File: config.mk
export PLATFORM = sky130hd
export DESIGN_NAME = acpi_apm_power_event_logic
export DESIGN_NICKNAME = d
export VERILOG_FILES = /design/src/core/pm_event_pkg.sv /design/src/core/acpi_apm_power_event_logic.sv
export VERILOG_INCLUDE_DIRS = /design/src /design/src/core
export SDC_FILE = /design/constraint.sdc
export NUM_CORES = 1
export LEC_CHECK = 0
export BUFFER_PORTS_ARGS = -buffer_cell sky130_fd_sc_hd__buf_4
export CORE_ASPECT_RATIO = 1.5
export CORE_MARGIN = 8
export CORE_UTILIZATION = 30
export CTS_BUF_LIST = sky130_fd_sc_hd__clkbuf_8
export DETAILED_ROUTE_END_ITERATION = 12
export GPL_TIMING_DRIVEN = 0
export MAX_ROUTING_LAYER = met4
export PLACE_DENSITY = 0.45
export SLEW_MARGIN = 20
export SYNTH_ARGS = -nofsm -noshare
export SYNTH_HDL_FRONTEND = slang
export SYNTH_SLANG_ARGS = --single-unit
File: constraint.sdc
create_clock -name i_clk -period 5.6 [get_ports i_clk]
set_clock_uncertainty 0.1 [all_clocks]
set_input_delay 1.12 -clock i_clk [delete_from_list [all_inputs] [get_ports i_clk]]
set_output_delay 1.12 -clock i_clk [all_outputs]
set_load 0.01 [all_outputs]
File: src/core/pm_event_consts.svh
// offsets, field positions, masks and timing counts for the pm event block
`ifndef PM_EVENT_CONSTS_SVH
`define PM_EVENT_CONSTS_SVH

`define OFS_EVENT_STATUS 8'h00
`define OFS_EVENT_ENABLE 8'h02
`define OFS_SLEEP_CONTROL 8'h04
`define OFS_APM_COMMAND 8'hb2
`define OFS_APM_SCRATCH 8'hb3

`define BIT_WAKE 15
`define BIT_OVERRIDE 11
`define BIT_ALARM 10
`define BIT_BUTTON 8
`define BIT_FIRMWARE 5
`define BIT_TIMER 0
`define BIT_SLEEP_TRIGGER 13
`define SLEEP_TYPE_LO 10
`define SLEEP_TYPE_HI 12
`define BIT_SCI_ROUTE 0
`define BIT_FW_RELEASE 2

`define STATUS_MASK 16'h8d21
`define ENABLE_MASK 16'h0521
`define CONTROL_MASK 16'h1c01
`define STATUS_KEEP_MASK 16'h8d00

`define CLK_HZ 50000000
`define TIMER_HZ 3579545
`define OVERRIDE_SECONDS 4
`define OVERRIDE_CYCLES (`OVERRIDE_SECONDS * `CLK_HZ)
`define TIMER_BIT_WATCH 22

`endif

File: src/core/pm_event_pkg.sv
// types for the pm event block
package pm_event_pkg;

  typedef enum logic [4:0] {
    ST_ON = 5'h01,
    ST_S1_STOP = 5'h02,
    ST_S1_SLEEP = 5'h04,
    ST_S3 = 5'h08,
    ST_S5 = 5'h10
  } power_state_t;

  typedef struct packed {
    logic rd;
    logic wr;
    logic [15:0] addr;
    logic [1:0] be;
    logic [15:0] wdata;
  } io_req_t;

  typedef struct packed {
    logic cpu_stop_clock_n;
    logic cpu_sleep_line_n;
    logic suspend_output;
    logic soft_off;
  } sleep_pins_t;

endpackage : pm_event_pkg

File: src/core/acpi_apm_power_event_logic.sv
// acpi pm1 event, enable, control and apm ports with sleep sequencing
`timescale 1ns/1ps
`include "pm_event_consts.svh"

module acpi_apm_power_event_logic #(
  parameter int unsigned OVERRIDE_CYCLES = `OVERRIDE_CYCLES
) (
  // clock and resets
  input wire logic i_clk,
  input wire logic i_sys_rst,
  input wire logic i_hard_reset,
  // i/o cycles from pci
  input wire pm_event_pkg::io_req_t i_io,
  input wire logic [15:0] i_acpi_base,
  output logic [15:0] o_rdata,
  output logic o_hit,
  // apm smi control bits
  input wire logic i_apm_port_smi_enable,
  input wire logic i_legacy_timer_smi_enable,
  input wire logic i_global_smi_enable,
  // platform signals
  input wire logic i_power_button,
  input wire logic i_alarm_interrupt_line_n,
  input wire logic i_resume_well_reset_n,
  input wire logic i_main_power_good,
  input wire logic i_wake_other,
  // outputs
  output logic o_sci,
  output logic o_smi,
  output logic o_apm_smi_pulse,
  output logic o_stay_off_after_power_loss,
  output pm_event_pkg::power_state_t o_state,
  output pm_event_pkg::sleep_pins_t o_pins
);

  localparam int unsigned TICK_NUM = `TIMER_HZ;
  localparam int unsigned TICK_DEN = `CLK_HZ;
  localparam logic [15:0] STS_MASK = `STATUS_MASK;
  localparam logic [15:0] KEEP_MASK = `STATUS_KEEP_MASK;

  logic [15:0] status_q;
  wire [15:0] status_d;
  logic [15:0] enable_q;
  logic [15:0] enable_d;
  logic [2:0] sleep_type_q;
  logic sci_route_q;
  logic [7:0] apm_cmd_q;
  logic [7:0] apm_scr_q;
  logic [23:0] tmr_q;
  logic [25:0] frac_q;
  logic [31:0] hold_q;
  logic button_q;
  logic alarm_q;
  logic rsm_lost_q;
  logic stay_off_q;
  logic apm_smi_q;
  pm_event_pkg::power_state_t state_q;
  pm_event_pkg::power_state_t state_d;

  // address decode
  wire [15:0] rel = i_io.addr - i_acpi_base;
  wire in_acpi = (i_io.addr >= i_acpi_base) && (rel < 16'h0006);
  wire sel_sts = in_acpi && (rel[7:0] == `OFS_EVENT_STATUS);
  wire sel_en = in_acpi && (rel[7:0] == `OFS_EVENT_ENABLE);
  wire sel_ctl = in_acpi && (rel[7:0] == `OFS_SLEEP_CONTROL);
  wire sel_apm_command_port = (i_io.addr == {8'h00, `OFS_APM_COMMAND});
  wire sel_apm_scratch_status = (i_io.addr == {8'h00, `OFS_APM_SCRATCH});
  wire wr_full = i_io.wr && (i_io.be == 2'h3);
  wire wr_apm_command_port = i_io.wr && sel_apm_command_port;
  wire wr_apm_scratch_status = i_io.wr && sel_apm_scratch_status;
  wire [15:0] wmask = {{8{i_io.be[1]}}, {8{i_io.be[0]}}};

  // timer tick, fractional divider from the system clock
  wire [25:0] frac_sum = frac_q + 26'(TICK_NUM);
  wire tick = frac_sum >= 26'(TICK_DEN);
  wire [23:0] tmr_next = tick ? tmr_q + 24'h000001 : tmr_q;
  wire tmr_fall = tmr_q[`TIMER_BIT_WATCH] && !tmr_next[`TIMER_BIT_WATCH];

  // event sources
  wire press = i_power_button && !button_q;
  wire override_hit = i_power_button &&
    (hold_q == 32'(OVERRIDE_CYCLES - 1));
  wire alarm_edge = !i_alarm_interrupt_line_n && alarm_q;
  wire fw_release = i_io.wr && sel_ctl && i_io.wdata[`BIT_FW_RELEASE] &&
    i_io.be[0];
  wire asleep = (state_q != pm_event_pkg::ST_ON);
  wire alarm_wake = status_q[`BIT_ALARM] && enable_q[`BIT_ALARM] &&
    !rsm_lost_q;
  wire wake_ev = asleep && (alarm_wake || press || i_wake_other);
  wire sleep_go = i_io.wr && sel_ctl && i_io.be[1] &&
    i_io.wdata[`BIT_SLEEP_TRIGGER];
  wire [2:0] new_type = i_io.be[1] ?
    i_io.wdata[`SLEEP_TYPE_HI:`SLEEP_TYPE_LO] : sleep_type_q;

  // set events, write-one-clear; set beats clear
  wire [15:0] set_vec = {wake_ev, 3'h0, override_hit, alarm_edge, 1'b0,
    press, 2'h0, fw_release, 4'h0, tmr_fall};
  wire [15:0] clr_vec = (i_io.wr && sel_sts) ? (i_io.wdata & wmask) : 16'h0;

  // per-bit status flags; hard reset clears only the flags not kept
  generate
    for (genvar b = 0; b < 16; b++)
    begin : g_status
      wire live = STS_MASK[b];
      wire kept = KEEP_MASK[b];
      wire held = status_q[b] && !clr_vec[b];
      wire flag_nxt = (held || set_vec[b]) && live;
      assign status_d[b] = (i_hard_reset && !kept) ? 1'b0 : flag_nxt;
    end
  endgenerate

  always_comb
  begin
    enable_d = enable_q;
    if (i_io.wr && sel_en)
      enable_d = ((enable_q & ~wmask) | (i_io.wdata & wmask)) & `ENABLE_MASK;
    if (override_hit)
      enable_d[`BIT_ALARM] = 1'b0;
  end

  // sleep sequencer
  always_comb
  begin
    state_d = state_q;
    case (state_q)
      pm_event_pkg::ST_ON:
        if (sleep_go)
        begin
          case (new_type)
            3'h1: state_d = pm_event_pkg::ST_S1_STOP;
            3'h2: state_d = pm_event_pkg::ST_S1_SLEEP;
            3'h3: state_d = pm_event_pkg::ST_S3;
            3'h4: state_d = pm_event_pkg::ST_S5;
            default: state_d = pm_event_pkg::ST_ON;
          endcase
        end
      pm_event_pkg::ST_S1_STOP,
      pm_event_pkg::ST_S1_SLEEP,
      pm_event_pkg::ST_S3,
      pm_event_pkg::ST_S5:
        if (wake_ev)
          state_d = pm_event_pkg::ST_ON;
      default: state_d = pm_event_pkg::ST_ON;
    endcase
    if (override_hit)
      state_d = pm_event_pkg::ST_S5;
  end

  // flags that survive the hard reset, except the status flags outside the keep mask
  always_ff @(posedge i_clk)
  begin
    if (i_sys_rst)
    begin
      status_q <= 16'h0000;
      enable_q <= 16'h0000;
      stay_off_q <= 1'b0;
    end
    else
    begin
      status_q <= status_d;
      enable_q <= enable_d;
      if (override_hit)
        stay_off_q <= 1'b1;
    end
  end

  // control register fields
  always_ff @(posedge i_clk)
  begin
    if (i_sys_rst)
      sleep_type_q <= 3'h0;
    else if (i_io.wr && sel_ctl)
      sleep_type_q <= new_type;
  end

  always_ff @(posedge i_clk)
  begin
    if (i_sys_rst)
      sci_route_q <= 1'b0;
    else if (i_io.wr && sel_ctl && i_io.be[0])
      sci_route_q <= i_io.wdata[`BIT_SCI_ROUTE];
  end

  always_ff @(posedge i_clk)
  begin
    if (i_sys_rst)
      state_q <= pm_event_pkg::ST_ON;
    else
      state_q <= state_d;
  end

  // apm ports and their smi pulse
  always_ff @(posedge i_clk)
  begin
    if (i_sys_rst)
      apm_cmd_q <= 8'h00;
    else if (wr_apm_command_port)
      apm_cmd_q <= i_io.wdata[7:0];
  end

  always_ff @(posedge i_clk)
  begin
    if (i_sys_rst)
      apm_scr_q <= 8'h00;
    else if (wr_apm_scratch_status)
      apm_scr_q <= i_io.wdata[7:0];
  end

  always_ff @(posedge i_clk)
  begin
    if (i_sys_rst)
      apm_smi_q <= 1'b0;
    else
      apm_smi_q <= wr_apm_command_port && i_apm_port_smi_enable;
  end

  // timer and its fractional divider
  always_ff @(posedge i_clk)
  begin
    if (i_sys_rst)
      tmr_q <= 24'h000000;
    else
      tmr_q <= tmr_next;
  end

  always_ff @(posedge i_clk)
  begin
    if (i_sys_rst)
      frac_q <= 26'h0;
    else
      frac_q <= tick ? frac_sum - 26'(TICK_DEN) : frac_sum;
  end

  // button hold counter and edge detectors
  always_ff @(posedge i_clk)
  begin
    if (i_sys_rst || !i_power_button || override_hit)
      hold_q <= 32'h0;
    else
      hold_q <= hold_q + 32'h1;
  end

  always_ff @(posedge i_clk)
  begin
    if (i_sys_rst)
      button_q <= 1'b0;
    else
      button_q <= i_power_button;
  end

  always_ff @(posedge i_clk)
  begin
    if (i_sys_rst)
      alarm_q <= 1'b1;
    else
      alarm_q <= i_alarm_interrupt_line_n;
  end

  // resume well loss blocks alarm resume until back on
  always_ff @(posedge i_clk)
  begin
    if (i_sys_rst)
      rsm_lost_q <= 1'b0;
    else if (!i_resume_well_reset_n)
      rsm_lost_q <= 1'b1;
    else if (!asleep)
      rsm_lost_q <= 1'b0;
  end

  // interrupt requests
  wire tmr_active = status_q[`BIT_TIMER] && enable_q[`BIT_TIMER];
  wire sci_tmr = tmr_active && sci_route_q;
  wire smi_tmr = tmr_active && !sci_route_q && i_legacy_timer_smi_enable &&
    i_global_smi_enable;
  wire btn_active = status_q[`BIT_BUTTON] && enable_q[`BIT_BUTTON];
  wire fw_active = status_q[`BIT_FIRMWARE] && enable_q[`BIT_FIRMWARE];
  assign o_sci = sci_tmr || fw_active || (btn_active && sci_route_q);
  assign o_smi = smi_tmr || apm_smi_q ||
    (btn_active && !sci_route_q);
  assign o_apm_smi_pulse = apm_smi_q;

  // read data, reserved bits zero
  wire [15:0] ctl_rd = {2'h0, 1'b0, sleep_type_q, 9'h0, sci_route_q};
  assign o_hit = sel_sts || sel_en || sel_ctl || sel_apm_command_port || sel_apm_scratch_status;
  assign o_rdata = !i_io.rd ? 16'h0000 :
    sel_sts ? (status_q & `STATUS_MASK) :
    sel_en ? (enable_q & `ENABLE_MASK) :
    sel_ctl ? ctl_rd :
    sel_apm_command_port ? {8'h00, apm_cmd_q} :
    sel_apm_scratch_status ? {8'h00, apm_scr_q} : 16'h0000;

  // sleep pins per state
  assign o_state = state_q;
  assign o_stay_off_after_power_loss = stay_off_q;
  always_comb
  begin
    o_pins.cpu_stop_clock_n = 1'b1;
    o_pins.cpu_sleep_line_n = 1'b1;
    o_pins.suspend_output = 1'b0;
    o_pins.soft_off = 1'b0;
    case (state_q)
      pm_event_pkg::ST_S1_STOP:
        o_pins.cpu_stop_clock_n = 1'b0;
      pm_event_pkg::ST_S1_SLEEP:
      begin
        o_pins.cpu_stop_clock_n = 1'b0;
        o_pins.cpu_sleep_line_n = 1'b0;
      end
      pm_event_pkg::ST_S3:
        o_pins.suspend_output = 1'b1;
      pm_event_pkg::ST_S5:
        o_pins.soft_off = 1'b1;
      default:
        o_pins.soft_off = 1'b0;
    endcase
  end

  // main power good alone does not block alarm resume
  logic unused_ok;
  assign unused_ok = wr_full ^ i_main_power_good;

endmodule : acpi_apm_power_event_logic

==> out/metrics.csv <==
metric,value,unit
status,"complete, no violations",
via count,6962,
WL/cell,16.37,um
routability cong.,0.8814,
Via density,4.980,
clk_lat worst skew,0.46,ns
DR DRC count,0,
setup TNS,0,ns
top cell type's share of synthesized area,31.81,%
port bufs,84,
Clock Root Buffer,clkbuf_8,
RSZ-0062 raised after global routing,no,
maxcap violations,0,
Synth area leader,dfxtp_1,
CTS H-tree depth,4,
min Tclk post-route,5.440,ns
Post-CTS Hold Buffers,0,
HP Class,reg -> reg,
WP data required,4.38,ns
I/O pins,93,
"EDFF count, synth",0,
WP data arrival,4.22,ns
fmax,0.1838,GHz
Num CTS Buffers,17,
Yosys cell types,83,
final core occ,37.20,%
register area share after synthesis,31.81,%
clock buffer depth,2,
drt first pass iters,5,
# diodes,0,
Routed WL,22890,um
Worst VDD drop,0.0001475,V
critical path peak fanout,7,
most frequent cells in the layout,"nor2_1, dfxtp_1, buf_4",
Ys Warns,0,
leakage power,0.003487,uW
"setup slack, reg-to-reg",2.06,ns
vias in the first global route,7112,
Antenna Nets Post-Route,0,
CTS sink count,121,
initial antenna violation count,0,
Worst setup SP type,input pin,
asr flop ratio synth,0,%
element type at the critical path end,primary output,
Most used DFF post-synth,dfxtp_1,
"Avg Cell Area, Syn",8.051,sq um
DRT iter0 DRCs,225,
"Cell Area, Synth",0.007616,sq mm
worst-margin pin slew,0.8452,ns
Starting Density,30.40,%
Worst-path clk slew,0.08,ns
max-slew violation count,0,
site row count,71,
All-Layer GR Usage,15.35,%
Nets,1141,
DIE AREA,0.03085,sq mm
Hold Fails Final Rpt,0,
DP HPWL,17940,um
crit path kind,in -> out,
# setup viols final,0,
largest net degree at the start of global routing,17,
Gate Count Post-Synth,946,
layout overhead on the synthesized area,22.36,%
DIE WIDTH,146.1,um
pwr dens,273.5,mW/mm^2
relative slew slack,43.46,%
Yosys reg bits,121,
share of cells above drive strength 1,18.97,%
"most common cell after layout, fill and taps aside",nor2_1,
grt ovf,0,
top post-synthesis cells by area,"dfxtp_1, nor2_1, xnor2_1, xor2_1, mux2i_1",
CTS tree,yes,
Core Area,0.02505,sq mm
Final period util,97.15,%
Die Span Y,211.1,um
first-pass GRT wire length,36910,um
[report_power, final]
group | leakage [uW] | internal, uW | switching, uW
registers | 0.000982 | 907 | 58.0
clock network | 0.000211 | 503 | 367
logic | 0.00229 | 283 | 430
total | 0.00349 | 1690 | 855
[timing repair]
item,in CTS,in global routing
pin swaps,4,8
resized for setup,22,18
gates cloned,0,0
setup buffers,6,5
endpoints found under the hold margin,0,0
setup endpoints to repair,14,11
[synth_stat cells, drive strengths merged, types with 6 or more instances]
cell type and number:
o21ai 39, inv 52, nor2 130, nor4b 7, a31oi 8, and2 11
xor2 34, or4 7, and4 7, nor2b 13, dfxtp 121, o31ai 6
nand2b 9, clkbuf 32, a21oi 46, nor3 26, xnor2 52, ha 20
nand4 25, nor4 16, a211oi 9, a21o 6, nand3 42, nand2 69
or3 16, buf 9, mux2i 27, and3 21
[cells by family after synthesis]
logic type / count (synthesis) / share of synthesized area (%)
AO/OA/AOI/OAI: 176 / 16.35
XOR/XNOR: 86 / 9.989
adder cells (fa/ha/maj): 21 / 3.549
buffers and inverters: 93 / 5.126
flip-flops: 121 / 31.81
multiplexers: 29 / 3.844
other: 1 / 0.04924
AND/OR/NAND/NOR: 419 / 29.29
[worst paths after layout]
check,start,to,cells past startpoint
worst max register to register,frac_q[0],frac_q[8],11
worst min-delay path,o_stay_off_after_power_loss,o_stay_off_after_power_loss,2
worst min register to register,o_stay_off_after_power_loss,o_stay_off_after_power_loss,2
worst max-delay path,i_acpi_base[1],o_rdata[5],13
[worst max-delay path, stage by stage]
cell and delay (ns):
buf_4 0.10, inv_1 0.04, ha_1 0.26, nor2b_1 0.26
o31a_1 0.31, a21oi_2 0.16, o21ai_0 0.31, mux2i_2 0.38
a211oi_4 0.11, and4_4 0.20, or4_4 0.54, a221oi_2 0.25
buf_4 0.17
[flip-flops by register name, summed over array words and instances, names as in the netlist, named ones only]
name	cells
tmr_q	23
o_apm_smi_pulse	1
status_q	6
sleep_type_q	3
o_state	5
alarm_q	1
apm_cmd_q	8
o_stay_off_after_power_loss	1
apm_scr_q	8
rsm_lost_q	1
button_q	1
sci_route_q	1
frac_q	26
hold_q	32
[through the flow]
step / instance area, sq um / cells / total power, uW / hold WS, ns / setup WS [ns]
2_1_floorplan: 7625 / 948 / 1473 / 0.3308 / 0.003632
3_3_place_gp: 8666 / 1360 / 1669 / 0.3453 / -0.8150
3_5_place_dp: 8666 / 1360 / 1670 / 0.3605 / -0.7593
4_1_cts: 9226 / 1395 / 2576 / 0.3750 / 0.002188
5_1_grt: 9319 / 1398 / 2695 / 0.3855 / 0.0001186
6_report: 9319 / 1398 / 2548 / 0.3684 / 0.1595
[per-layer routing]
metal,wire [um],GRT usage (%),vias to the layer above
met5,0,-,-
met3,561,2.723,27
met2,12680,29.27,98
met1,9172,14.91,3250
met4,482,6.702,0
li1,-,-,3587
[layout make-up]
class,count,area (sq um)
clock inverter,13,176.4
clock buffer,19,261.5
tap,328,410.4
multi-input combinational,734,4946
timing repair buffer,95,713.2
fill,2736,15730
buffer,36,193.9
inverter,52,195.2
sequential,121,2422
No activity file was read; power rests on OpenSTA's default activity.
